<file path="config.mk">
export PLATFORM = sky130hd
export DESIGN_NAME = avfr_aux_voltage_fault_response
export DESIGN_NICKNAME = d
export VERILOG_FILES = /design/src/verilog/avfr_pkg.sv /design/src/verilog/avfr_aux_voltage_fault_response.sv
export SDC_FILE = /design/constraint.sdc
export NUM_CORES = 1
export LEC_CHECK = 0
export BUFFER_PORTS_ARGS = -buffer_cell sky130_fd_sc_hd__buf_2
export CAP_MARGIN = 20
export CORE_MARGIN = 3
export CORE_UTILIZATION = 30
export DETAILED_ROUTE_END_ITERATION = 8
export PLACE_DENSITY = 0.47
export SYNTH_ARGS = -nofsm -noshare
export SYNTH_HDL_FRONTEND = slang
export SYNTH_SLANG_ARGS = --single-unit
</file>
<file path="constraint.sdc">
create_clock -name sys_clk -period 18.66 [get_ports sys_clk]
set_input_delay 2.799 -clock sys_clk [delete_from_list [all_inputs] [get_ports sys_clk]]
set_output_delay 2.799 -clock sys_clk [all_outputs]
set_load 0.02 [all_outputs]
</file>
<file path="src/verilog/avfr_pkg.sv">
// Purpose: Shared constants and types for the aux voltage fault response block
// Assumes: Command codes and defaults as used by the block's command port
// Notes:   Monitored voltage is unsigned Q16.16 volts
package avfr_pkg;
    // Command codes
    localparam logic [7:0]  CMD_CLEAR_FAULTS = 8'h03;
    localparam logic [7:0]  CMD_OV_LIMIT     = 8'hf5;
    localparam logic [7:0]  CMD_UV_LIMIT     = 8'hf6;
    localparam logic [7:0]  CMD_OV_RESPONSE  = 8'hf8;
    localparam logic [7:0]  CMD_UV_RESPONSE  = 8'hf9;
    // Reset values
    localparam logic [7:0]  RESP_RESET       = 8'hbf;
    localparam logic [15:0] OV_LIMIT_RESET   = 16'hc266;
    localparam logic [15:0] UV_LIMIT_RESET   = 16'h9b33;
    // Response field layout
    localparam int          RESP_MODE_HI     = 7;
    localparam int          RESP_MODE_LO     = 6;
    localparam int          RESP_RETRY_HI    = 5;
    localparam int          RESP_RETRY_LO    = 3;
    localparam int          RESP_DELAY_HI    = 2;
    localparam int          RESP_DELAY_LO    = 0;
    localparam logic [1:0]  MODE_IGNORE      = 2'h0;
    localparam logic [1:0]  MODE_UNUSED      = 2'h1;
    localparam logic [1:0]  MODE_RETRY       = 2'h2;
    localparam logic [1:0]  MODE_WHILE       = 2'h3;
    localparam logic [2:0]  RETRY_NONE       = 3'h0;
    localparam logic [2:0]  RETRY_CONTINUOUS = 3'h7;
    // Linear-11 layout
    localparam int          LIN_EXP_LO       = 11;
    localparam int          LIN_MANT_HI      = 10;
    localparam int          FIX_FRAC_BITS    = 16;
    // Restart threshold, percent of the over-voltage limit
    localparam int          RESTART_PCT      = 95;
    localparam int          FULL_PCT         = 100;
    // Retry timing
    localparam int          RETRY_STEP_MS    = 35;
    localparam int          CLK_HZ           = 100_000_000;
    localparam int          MS_PER_S         = 1000;
    localparam int          CYCLES_PER_MS    = CLK_HZ / MS_PER_S;

    typedef struct packed {
        logic        valid;
        logic        write;
        logic [7:0]  code;
        logic [15:0] data;
    } avfr_cmd_t;

    typedef struct packed {
        logic overVoltage;
        logic underVoltage;
    } avfr_flags_t;
endpackage : avfr_pkg
</file>
<file path="src/verilog/avfr_aux_voltage_fault_response.sv">
// Purpose: Aux monitor over/under-voltage fault response and retry sequencer
// Assumes: All inputs synchronous to sys_clk; one command per valid cycle
// Notes:   Write protection and readback of the monitor are handled elsewhere
//
// Summary of operation
// - Response 00 ignores faults; 01 treated alike
// - Response 10 shuts off, then retry policy
// - Response 11 holds off while fault persists
// - Fault under response 10 or 11 drives alert low, sets status flag
// - Flags clear only on clear-faults command
// - Retry 000 latches off until faults cleared
// - Retry 111 restarts until off, bias, fault
// - Over-voltage retry waits for 95 percent limit
// - Interval is (delay plus one) times 35 ms
// - Interval measured from trip to next attempt
// - Separate under-voltage response register, same layout
// - Programmable over-voltage limit, default C266h, compared
`timescale 1ns/1ps
module avfr_aux_voltage_fault_response #(
    parameter int CYCLES_PER_TICK = avfr_pkg::CYCLES_PER_MS,
    parameter int MONITOR_WIDTH   = 32
) (
    // Clock and reset
    input  wire logic                       sys_clk,
    input  wire logic                       rst,
    // Command port
    input  wire avfr_pkg::avfr_cmd_t        cmd,
    output logic [15:0]                     readData,
    // Monitor and power control
    input  wire logic [MONITOR_WIDTH-1:0]   auxMonitorVoltage,
    input  wire logic                       commandedOn,
    input  wire logic                       biasGood,
    input  wire logic                       otherFaultShutdown,
    // Results
    output logic                            outputEnable,
    output logic                            alertLineN,
    output avfr_pkg::avfr_flags_t           faultFlags
);
    import avfr_pkg::*;

    // Monitor is widened to 48 bits for the limit compare
    if (CYCLES_PER_TICK < 1 || MONITOR_WIDTH < 1 || MONITOR_WIDTH > 40) begin : gParamCheck
        $error("avfr: unsupported parameter values");
    end

    typedef enum logic [2:0] {ST_OFF, ST_RUN, ST_HOLD, ST_LATCH, ST_WAIT} avfr_state_t;

    // Linear-11 to unsigned Q.16 volts; negative values read as zero
    function automatic logic [47:0] lin11ToFix(input logic [15:0] lin);
        logic signed [4:0]  expo;
        logic        [10:0] mant;
        logic        [47:0] wide;
        logic        [5:0]  sh;
        expo = lin[15:LIN_EXP_LO];
        mant = lin[LIN_MANT_HI:0];
        sh   = 6'(FIX_FRAC_BITS + int'(expo));
        wide = mant[LIN_MANT_HI] ? 48'h0 : (48'(mant) << sh);
        return wide;
    endfunction : lin11ToFix

    function automatic logic respActive(input logic [7:0] resp);
        logic [1:0] mode;
        mode = resp[RESP_MODE_HI:RESP_MODE_LO];
        return (mode == MODE_RETRY) || (mode == MODE_WHILE);
    endfunction : respActive

    ////////////////////////////////////////////////////////////////////////////
    logic [7:0]   ovResp_r;
    logic [7:0]   uvResp_r;
    logic [15:0]  ovLimit_r;
    logic [15:0]  uvLimit_r;
    logic [7:0]   actResp_r;
    logic         srcOv_r;
    avfr_state_t  state_r;
    avfr_state_t  state_nxt;
    avfr_flags_t  flags_r;
    logic [31:0]  tickCnt_r;
    logic [8:0]   msCnt_r;
    logic         timerClr;

    wire         wrCmd     = cmd.valid && cmd.write;
    wire         clearCmd  = wrCmd && (cmd.code == CMD_CLEAR_FAULTS);
    wire [47:0]  volt      = 48'(auxMonitorVoltage);
    wire [47:0]  ovLimFix  = lin11ToFix(ovLimit_r);
    wire [47:0]  uvLimFix  = lin11ToFix(uvLimit_r);
    wire         ovPresent = volt > ovLimFix;
    wire         uvPresent = volt < uvLimFix;
    wire [55:0]  voltPct   = 56'(volt) * 56'(FULL_PCT);
    wire [55:0]  limPct    = 56'(ovLimFix) * 56'(RESTART_PCT);
    wire         ovBelowRestart = voltPct < limPct;
    wire         ovTrip    = ovPresent && respActive(ovResp_r);
    wire         uvTrip    = uvPresent && respActive(uvResp_r);
    wire [7:0]   tripResp  = ovTrip ? ovResp_r : uvResp_r;
    wire [1:0]   tripMode  = tripResp[RESP_MODE_HI:RESP_MODE_LO];
    wire [2:0]   tripRetry = tripResp[RESP_RETRY_HI:RESP_RETRY_LO];
    wire [2:0]   actDelay  = actResp_r[RESP_DELAY_HI:RESP_DELAY_LO];
    wire [8:0]   retryMs   = 9'((10'(actDelay) + 10'd1) * 10'(RETRY_STEP_MS));
    wire         timerDone = msCnt_r >= retryMs;
    wire         srcPresent = srcOv_r ? ovPresent : uvPresent;
    wire         tick      = tickCnt_r == 32'(CYCLES_PER_TICK - 1);
    wire         powerOk   = commandedOn && biasGood;

    ////////////////////////////////////////////////////////////////////////////
    // Register file
    always_ff @(posedge sys_clk) begin
        if (rst) begin
            ovResp_r  <= RESP_RESET;
            uvResp_r  <= RESP_RESET;
            ovLimit_r <= OV_LIMIT_RESET;
            uvLimit_r <= UV_LIMIT_RESET;
        end else if (wrCmd) begin
            if (cmd.code == CMD_OV_RESPONSE) ovResp_r  <= cmd.data[7:0];
            if (cmd.code == CMD_UV_RESPONSE) uvResp_r  <= cmd.data[7:0];
            if (cmd.code == CMD_OV_LIMIT)    ovLimit_r <= cmd.data;
            if (cmd.code == CMD_UV_LIMIT)    uvLimit_r <= cmd.data;
        end
    end

    wire [15:0] readMux =
        (cmd.code == CMD_OV_RESPONSE) ? {8'h00, ovResp_r} :
        (cmd.code == CMD_UV_RESPONSE) ? {8'h00, uvResp_r} :
        (cmd.code == CMD_OV_LIMIT)    ? ovLimit_r :
        (cmd.code == CMD_UV_LIMIT)    ? uvLimit_r : 16'h0000;

    always_ff @(posedge sys_clk) begin
        if (rst)
            readData <= 16'h0000;
        else if (cmd.valid && !cmd.write)
            readData <= readMux;
    end

    ////////////////////////////////////////////////////////////////////////////
    // Sticky flags; a new trip beats a same-cycle clear
    always_ff @(posedge sys_clk) begin
        if (rst)
            flags_r <= '0;
        else begin
            flags_r.overVoltage  <= ovTrip || (flags_r.overVoltage && !clearCmd);
            flags_r.underVoltage <= uvTrip || (flags_r.underVoltage && !clearCmd);
        end
    end

    assign faultFlags = flags_r;
    assign alertLineN = !(flags_r.overVoltage || flags_r.underVoltage);

    ////////////////////////////////////////////////////////////////////////////
    // Retry timer; counts from the trip that ends each attempt, not its start
    always_ff @(posedge sys_clk) begin
        if (rst || timerClr) begin
            tickCnt_r <= 32'h0;
            msCnt_r   <= 9'h000;
        end else begin
            tickCnt_r <= tick ? 32'h0 : tickCnt_r + 32'h1;
            if (tick && !timerDone)
                msCnt_r <= msCnt_r + 9'h001;
        end
    end

    ////////////////////////////////////////////////////////////////////////////
    // Sequencer
    always_comb begin
        state_nxt = state_r;
        timerClr  = 1'b0;
        unique case (state_r)
            ST_OFF: begin
                // No start while another fault still holds the unit down
                if (powerOk && !otherFaultShutdown) state_nxt = ST_RUN;
            end
            ST_RUN: begin
                if (ovTrip || uvTrip) begin
                    timerClr = 1'b1;
                    if (tripMode == MODE_WHILE)
                        state_nxt = ST_HOLD;
                    else if (tripRetry == RETRY_CONTINUOUS)
                        state_nxt = ST_WAIT;
                    else
                        state_nxt = ST_LATCH;
                end
            end
            ST_HOLD: begin
                if (!srcPresent) state_nxt = ST_RUN;
            end
            ST_LATCH: begin
                if (clearCmd) state_nxt = ST_RUN;
            end
            ST_WAIT: begin
                // No recheck of the fault itself, only time and OV margin
                if (timerDone && (!srcOv_r || ovBelowRestart)) begin
                    state_nxt = ST_RUN;
                    timerClr  = 1'b1;
                end
            end
        endcase
        if (otherFaultShutdown && state_r != ST_OFF)
            state_nxt = ST_LATCH;
        if (!powerOk)
            state_nxt = ST_OFF;
    end

    always_ff @(posedge sys_clk) begin
        if (rst) begin
            state_r   <= ST_OFF;
            actResp_r <= 8'h00;
            srcOv_r   <= 1'b0;
        end else begin
            state_r <= state_nxt;
            if (state_r == ST_RUN && (ovTrip || uvTrip)) begin
                actResp_r <= tripResp;
                srcOv_r   <= ovTrip;
            end
        end
    end

    // Output is cut in the same cycle the trip is seen
    assign outputEnable = (state_r == ST_RUN) && !ovTrip && !uvTrip;
endmodule : avfr_aux_voltage_fault_response

</file>
; ---- Word-level counts from Yosys, hierarchy flattened
; Cells that the tools add are included.
[op_classes]
n_addsub = 5
mul = 3
magnitude_cmp = 4
n_eq_ne = 26
shift = 2
n_mux = 20
bitwise_logic = 1
reduce_logical = 42
[ops]
columns = op, n
row1 = 48-bit two-way mux, 2
row2 = 11-bit by 6-bit << shifter with 48-bit output, 2
row3 = 16-bit two-way mux, 4
row4 = 39-bit by 55-bit < comparator with 1-bit output, 1
row5 = 48-bit by 7-bit multiplier with 55-bit output (second input constant), 1
row6 = 32-bit by 48-bit greater-than comparator with 1-bit output, 1
row7 = 32-bit by 48-bit < comparator with 1-bit output, 1
row8 = 32-bit by 5-bit multiplier with 37-bit output (second input constant), 1
row9 = 32-bit by 1-bit adder with 32-bit output (second input constant), 1
row10 = 32-bit by 17-bit == test with 1-bit output (second input constant), 1
row11 = 8-bit == test (second input constant), 4
row12 = 3-bit two-way mux, 7
row13 = 1-bit logical AND, 15
row14 = 3-bit one-hot mux with 5 select lines, 1
row15 = 6-bit by 5-bit adder with 6-bit output (first input constant), 2
row16 = 3-bit inequality test (second input constant), 4
row17 = 2-bit == test (second input constant), 5
row18 = 5-bit AND reduction, 2
row19 = 9-bit by 1-bit adder with 9-bit output (second input constant), 1
row20 = 9-bit >= comparator, 1
row21 = 4-bit by 6-bit multiplier with 9-bit output (second input constant), 1
row22 = 8-bit by 2-bit == test with 1-bit output (second input constant), 1
row23 = 1-bit zero test, 8
row24 = 1-bit logical OR, 8
row25 = 17 further kinds, 28
[word_totals]
regBits = 114
input_bits = 63

; ---- Logic depth before layout (Yosys ltp)
; Gate-level depths: netlist of run 1.
[depth]
word_depth = 12
mapped_depth = 40
ltp_nobuf = 37

; ---- Least setup slack after synthesis of run 1
; No wires, ideal clock.
[synth_timing]
path_type = input to register
from = input port auxMonitorVoltage[18]
to = register tickCnt_r[1]
arrival_ns = 8.221
required_ns = 18.564
setup_slack_ns = 10.343
path_stages = 27
path_buffers = 0
cell_sequence = ha_1 -> ha_1 -> inv_1 -> fa_1 -> inv_1 -> ha_1 -> a21o_1 -> a21o_1 -> a21o_1 -> or4_1 -> a31o_2 -> a21o_1 -> o41ai_1 -> o21bai_1 -> a21oi_1 -> xnor2_1 -> ha_1 -> nand4_1 -> nor2_1 -> o21ai_0 -> a21oi_1 -> a211oi_1 -> o21ai_0 -> o2111ai_1 -> o41ai_4 -> nor2_2 -> nor4b_1
[synth_between]
elab_chain_len = 8
elab_cells_between_ends = 14
cone_classes = mul (1) / order compare (3) / mux (3) / reduce/logical (7)
[synth_lines]
columns = element, line
row1 = "start, declared", avfr_aux_voltage_fault_response.sv:30  ; input wire logic [MONITOR_WIDTH-1:0] auxMonitorVoltage,
row2 = 32-bit by 5-bit multiplier with 37-bit output, avfr_aux_voltage_fault_response.sv:88  ; wire [55:0] voltPct = 56'(volt) * 56'(FULL_PCT);
row3 = 39-bit by 55-bit < comparator with 1-bit output, avfr_aux_voltage_fault_response.sv:90  ; wire ovBelowRestart = voltPct < limPct;
row4 = 1-bit logical OR, avfr_aux_voltage_fault_response.sv:188  ; if (timerDone && (!srcOv_r || ovBelowRestart)) begin
row5 = 1-bit logical AND, avfr_aux_voltage_fault_response.sv:188
row6 = 1-bit two-way mux, avfr_aux_voltage_fault_response.sv:188
row7 = 1-bit one-hot mux with 2 select lines *, avfr_aux_voltage_fault_response.sv:164  ; unique case (state_r)
row8 = 1-bit logical OR *, avfr_aux_voltage_fault_response.sv:149  ; if (rst || timerClr) begin
row9 = 2-bit OR reduction (no source line) *, n/a
row10 = "end signal, assigned", avfr_aux_voltage_fault_response.sv:153  ; tickCnt_r <= tick ? 32'h0 : tickCnt_r + 32'h1;
row11 = "end, declared", avfr_aux_voltage_fault_response.sv:77  ; logic [31:0] tickCnt_r;
; Every way passes the cells marked *; elsewhere a longest branch is shown, timed or not.
; A chain may end at the register's enable or synchronous reset.

; ---- Worst setup path after layout of run 1
[layout_timing]
from = register ovLimit_r[11]
to = register tickCnt_r[8]
[layout_between]
elab_chain_len = 11
elab_cells_between_ends = 15
cone_classes = add/sub (1) / mul (1) / order compare (2) / shift (1) / mux (4) / reduce/logical (6)
[layout_lines]
columns = element, line
row1 = "start, declared", avfr_aux_voltage_fault_response.sv:70  ; logic [15:0] ovLimit_r;
row2 = "start signal, assigned", avfr_aux_voltage_fault_response.sv:114  ; if (cmd.code == CMD_OV_LIMIT) ovLimit_r <= cmd.data;
row3 = 6-bit by 5-bit adder with 6-bit output *, avfr_aux_voltage_fault_response.sv:56  ; sh = 6'(FIX_FRAC_BITS + int'(expo));
row4 = 11-bit by 6-bit << shifter with 48-bit output *, avfr_aux_voltage_fault_response.sv:57  ; wide = mant[LIN_MANT_HI] ? 48'h0 : (48'(mant) << sh);
row5 = 48-bit two-way mux *, avfr_aux_voltage_fault_response.sv:57
row6 = 48-bit by 7-bit multiplier with 55-bit output, avfr_aux_voltage_fault_response.sv:89  ; wire [55:0] limPct = 56'(ovLimFix) * 56'(RESTART_PCT);
row7 = 39-bit by 55-bit < comparator with 1-bit output, avfr_aux_voltage_fault_response.sv:90
row8 = 1-bit logical OR, avfr_aux_voltage_fault_response.sv:188
row9 = 1-bit logical AND, avfr_aux_voltage_fault_response.sv:188
row10 = 1-bit two-way mux, avfr_aux_voltage_fault_response.sv:188
row11 = 1-bit one-hot mux with 2 select lines *, avfr_aux_voltage_fault_response.sv:164
row12 = 1-bit logical OR *, avfr_aux_voltage_fault_response.sv:149
row13 = 2-bit OR reduction (no source line) *, n/a
; Marks and branches as above.

==> impl_metrics.ini, run 1 <==
[floorplanning]
io_pins = 83
die_h_um = 266
dieWidth_um = 266
core_region_area_mm2 = 0.0663
dieArea_mm2 = 0.0708
rows = 94
initial_core_util_pct = 30.6

[min_path]
whs_path_depth = 1
min_from = tickCnt_r[0]$_SDFF_PP0_
worstHoldEndpoint = tickCnt_r[0]$_SDFF_PP0_
hp-class = reg -> reg

[critical_path]
crit_type = reg -> reg
r2r_slack_ns = 8.58
critical_path.endpoint_type = flop
r2r-end = tickCnt_r[8]$_SDFF_PP0_
arrival_ns = 10.35
cp.required_ns = 18.93
cpPeakStageDelay_ns = 0.84
path_max_fanout = 32
reg2reg_depth = 31
r2r-start = ovLimit_r[11]$_SDFFE_PP0P_
cp-start-kind = flop
slowest_stage = dfxtp_1

[timing]
max_freq_mhz = 99.2
hold_viol = 0
hold_ws_ns = 0.467
slew_headroom_pct = 29.6
period_share_pct = 54.0
skew_ns = 0.0114
final-max-slew-violation-count = 0
worstMarginPinSlew_ns = 1.05
tns_ns = 0
setup_violations = 0
rsz0062_at_grt = no
fin_crit_ns = 10.08

[pwr]
ir_drop_mv = 0.0594
power.density_mw_per_mm2 = 46.1
clkPwrFrac_pct = 33.2
comb_power_share_pct = 42.5
switching_power_mw = 0.379
swShare_pct = 37.0
p_leak_nw = 10.7
seq_power_share_pct = 24.3
finalPower_mw = 1.02
intPower_mw = 0.645

[final_layout]
diodes = 0
instances_no_fill = 3381
area_delta_synth_final_pct = 9.49
multi_input_area_mm2 = 0.0163
regArea_mm2 = 0.00228
n_fill_cell = 7064
fin_nets = 3077
drive_gt1_share_pct = 6.83

[clocking]
htree_levels = 4
clk_latency_ns = 0.41
cts-buffers-inserted = 17
cts-root-buf = clkbuf_16
cts_tree = yes
clkTransAtPathRegs_ns = 0.06
clock_path_buffers = 2
hold_buffers = 0
postCtsSetupBuffers = 0
cts.sinks = 114
cts_resized = 0

[grt]
grt.overflow.total = 0
antenna_found_initial = 2
grt_pass1_vias = 17956
grtUsageTotal_pct = 17.5
grt_max_degree = 75
grt_pass1_wl_mm = 99.9

[synth]
netlist_area_mm2 = 0.0203
synthArstFlopShare_pct = 0
ys_top_cells_by_area = ha_1 (20%), fa_1 (18%), dfxtp_1 (11%)
ys_ff_latch = 114
yosysMostFrequentCell = inv_1
synth.top_cells.by_count = inv_1 (377), ha_1 (332), nand2_1 (185), nor2_1 (185), fa_1 (178)
yosysTopAreaCell = ha_1
synth-edff-count = 0
synth_cell_type_count = 81
syn_avg_cell_area_um2 = 8.23
synthesis.instances = 2464
synth_top_cell_area_share_pct = 20.5
synth_warnings = 0
synthFlopType = dfxtp_1
yosysSeqAreaShare_pct = 11.2

[drt]
wl_met3_mm = 1.93
wl_per_cell_um = 18.2
antenna_left = 0
drtIter0Drc = 978
drcViolationCount = 0
via_per_inst = 5.15
via_count = 17410
drt_pass1_iterations = 5
finalWirelength_mm = 61.5
wl_met1_mm = 29.3
route.met2.wl_mm = 29.5
highest_layer = met5

[placement]
dp_cells = 3348
dp.final_hpwl_mm = 52.7
globalplace.congestion = 0.906
port_buffers = 82

[flow_run]
maxCapViolCount = 0

[run_status]
status = finished clean
[cell type report]
type | instances | area share (%)
clock buffer | 17 | 1.92
clock inverter | 15 | 0.884
inverter | 378 | 6.39
multi-input combinational | 1898 | 73.4
sequential | 114 | 10.3
tap | 864 | 4.87
timing repair buffer | 95 | 2.29
[kinds of logic after synthesis]
kind of cell | count (synthesis) | share of synthesized area [%]
adders and majority gates | 510 | 38.0
other | 2 | 0.0370
buffers and inverters | 458 | 8.56
and+or+nand+nor | 709 | 17.1
muxes | 59 | 3.59
DFF | 114 | 11.2
xor gates and xnor gates | 120 | 5.18
AOI/OAI and AO/OA | 492 | 16.3
[power groups by stage]
stage               Combinational [mW]  Sequential, mW  Clock [mW]
CTS                              0.441           0.249       0.347
floorplan                        0.318           0.256           0
finish                           0.435           0.249       0.340
global placement                 0.429           0.254           0
detailed placement               0.437           0.254           0
global route                     0.501           0.249       0.360
[sequential cells by signal (all words and copies together) (netlist names)]
register / count
uvLimit_r: 16
actResp_r: 3
ovResp_r: 8
srcOv_r: 1
tickCnt_r: 32
msCnt_r: 9
state_r: 3
readData: 16
faultFlags: 2
ovLimit_r: 16
uvResp_r: 8
[worst max-delay path by stage]
stage                                    start  depth (start not counted)                  endpoint
detailed placement  ovLimit_r[11]$_SDFFE_PP0P_                         31  tickCnt_r[27]$_SDFF_PP0_
floorplan                auxMonitorVoltage[18]                         27   tickCnt_r[1]$_SDFF_PP0_
global placement    ovLimit_r[11]$_SDFFE_PP0P_                         31  tickCnt_r[26]$_SDFF_PP0_
finish              ovLimit_r[11]$_SDFFE_PP0P_                         31   tickCnt_r[8]$_SDFF_PP0_
CTS                 ovLimit_r[11]$_SDFFE_PP0P_                         31  tickCnt_r[27]$_SDFF_PP0_
global route        ovLimit_r[11]$_SDFFE_PP0P_                         30  tickCnt_r[17]$_SDFF_PP0_
[layout by cell type, fill, tap and decap left out, types with 48 or more instances in the layout]
cell type  synthesis  layout
nor2_1           185     185
buf_2              2      82
nand2_1          185     185
inv_1            377     377
dfxtp_1          114     114
ha_1             332     332
xnor2_1           63      63
o21ai_0           93      93
fa_1             178     178
a21oi_1          126     126
xor2_1            57      57
nand3_1           48      48
[critical path, delay by kind of cell (launching register included)]
family / cells / cell delay [ns]
fa+ha+maj: 6 / 2.62
mux: 2 / 0.92
simple gates: 8 / 1.64
xor+xnor: 2 / 0.48
buf+inv: 3 / 0.34
compound gates: 10 / 3.07
flops: 1 / 0.84
[through the flow]
step	util (%)	setup slack (ns)	instance area, µm²
floorplan	-	10.34	20300
global placement	32.5	8.55	21600
detailed placement	32.5	8.49	21600
CTS	33.5	8.47	22200
global route	33.5	7.91	22200
finish	33.5	8.58	22200
[metal layers]
metal  global-route usage, %  vias up
met3                    1.60       35
met1                    24.3     8524
met2                    30.3      298
li1                        -     8551
met5                       0        -
met4                    2.50        2
(Power assumes the default switching activity.)
==> run 2, diff against run 1 <==
--- a/config.mk
+++ b/config.mk
@@ -10,7 +10,7 @@
 export CORE_MARGIN = 3
 export CORE_UTILIZATION = 30
 export DETAILED_ROUTE_END_ITERATION = 8
-export PLACE_DENSITY = 0.47
+export PLACE_DENSITY = 0.48
 export SYNTH_ARGS = -nofsm -noshare
 export SYNTH_HDL_FRONTEND = slang
 export SYNTH_SLANG_ARGS = --single-unit
==> constraint.sdc (replaced) <==
create_clock -name sys_clk -period 8.5 [get_ports sys_clk]
set_input_delay 1.275 -clock sys_clk [delete_from_list [all_inputs] [get_ports sys_clk]]
set_output_delay 1.275 -clock sys_clk [all_outputs]
set_load 0.02 [all_outputs]
==> impl_metrics.ini, run 2 (synthesis results as in run 1) <==
[drt]
drcViolationCount = 0
wl_per_cell_um = 17.3
via_count = 18340
finalWirelength_mm = 63.1
drt_pass1_iterations = 5
antenna_left = 0
via_per_inst = 5.02
drtIter0Drc = 903

[min_path]
hp-class = reg -> reg

[final_layout]
regMostFlops = tickCnt_r
fin_nets = 3347
largest_reg_flops = 32
drive_gt1_share_pct = 18.2
n_fill_cell = 6852
final_common_cell = inv_1
most-common-layout-cells = inv_1 (377), ha_1 (322), buf_4 (272), nor2_1 (181), nand2_1 (180)
area_delta_synth_final_pct = 22.1

[floorplanning]
initial_core_util_pct = 30.6
dieWidth_um = 266
io_pins = 83
rows = 94
die_h_um = 266
core_region_area_mm2 = 0.0663
dieArea_mm2 = 0.0708

[timing]
tns_ns = 0
hold_viol = 0
period_share_pct = 96.3
final-max-slew-violation-count = 0
setup_violations = 0
max_freq_mhz = 122
fin_crit_ns = 8.19
worstMarginPinSlew_ns = 0.968
slew_headroom_pct = 34.8
skew_ns = 0.0134

[clocking]
clkTransAtPathRegs_ns = 0.05
hold_buffers = 0
clk_latency_ns = 0.42
cts.sinks = 114
cts_tree = yes
cts-root-buf = clkbuf_16
clock_path_buffers = 2
cts-buffers-inserted = 17
htree_levels = 4

[pwr]
clkPwrFrac_pct = 30.7
finalPower_mw = 2.28
switching_power_mw = 0.820
intPower_mw = 1.46
comb_power_share_pct = 45.3
seq_power_share_pct = 24.0
swShare_pct = 36.0
power.density_mw_per_mm2 = 92.0
ir_drop_mv = 0.113
p_leak_nw = 12.1

[critical_path]
critical_path.endpoint_type = flop
path_max_fanout = 9
cpPeakStageDelay_ns = 0.52
crit_family = adder cells
cp-start-kind = flop
cp_num_buf_inv = 9
cp.required_ns = 8.82
arrival_ns = 8.51
slowest_stage = fa_1
crit_type = reg -> reg

[grt]
grt_pass1_vias = 19011
grt.overflow.total = 0
grtUsageTotal_pct = 17.9
grt_pass1_wl_mm = 101
grt_max_degree = 75
antenna_found_initial = 1

[placement]
port_buffers = 82
dp.final_hpwl_mm = 53.9
globalplace.congestion = 0.892

[run_status]
status = finished clean

[flow_run]
maxCapViolCount = 0
run 2: metrics by stage:
stage	setup slack [ns]	utilization [%]	instance area, µm²	cells	hold WS [ns]
6_report	0.312	37.4	24800	3652	0.484
5_1_grt	-0.0415	37.4	24800	3651	0.507
4_1_cts	0.00505	36.5	24200	3636	0.469
3_5_place_dp	-0.494	35.5	23500	3600	0.454
3_3_place_gp	-0.347	35.4	23500	3599	0.459
2_1_floorplan	0.265	-	20300	2470	0.430
run 2: metal layers:
metal  track usage, %  up-vias  part of all wire, %
li1                 -     9110                    -
met1             23.3     8882                   46
met2             31.7      289                   49
met3             1.91       59                  3.5
met4             4.28        0                  2.1
met5                0        -                    0
run 2: final cells by class:
cell class                      count  area, µm²  share of cell area, %
Multi-Input combinational cell   1899      16800                   67.7
Timing Repair Buffer              364       2630                   10.6
Sequential cell                   114       2290                   9.24
Inverter                          378       1420                   5.74
Tap cell                          864       1080                   4.36
Clock buffer                       23        478                   1.93
Clock inverter                      9        105                  0.424
Antenna cell                        1       2.50                 0.0101
run 2: worst paths after layout:
path | start | endpoint | slack, ns | depth (start not counted)
setup / recovery | ovLimit_r[11]$_SDFFE_PP0P_ | tickCnt_r[15]$_SDFF_PP0_ | 0.31 | 39
hold / removal | readData[3]$_SDFFE_PP0P_ | readData[3]$_SDFFE_PP0P_ | 0.48 | 2
setup reg to reg | ovLimit_r[11]$_SDFFE_PP0P_ | tickCnt_r[15]$_SDFF_PP0_ | 0.31 | 39
hold reg to reg | readData[3]$_SDFFE_PP0P_ | readData[3]$_SDFFE_PP0P_ | 0.48 | 2
run 2: power groups by stage:
stage / sequential (mW) / clock [mW] / combinational, mW
after floorplan: 0.563 / 0 / 0.697
after detailed placement: 0.558 / 0 / 1.01
after CTS: 0.546 / 0.712 / 1.03
after global placement: 0.558 / 0 / 0.990
final: 0.547 / 0.699 / 1.03
after global routing: 0.547 / 0.737 / 1.18
run 2: worst min-delay path, cell delays in order, from the launching register on:
cell	delay, ns
dfxtp_1	0.30
nor2_1	0.09
nor3_1	0.04
run 2: repair_timing:
action | in CTS | in global routing
setup endpoints to repair | 43 | 43
pin swaps | 3 | 36
resized for setup | 6 | 93
setup buffers | 3 | 14
cloned | 1 | 0
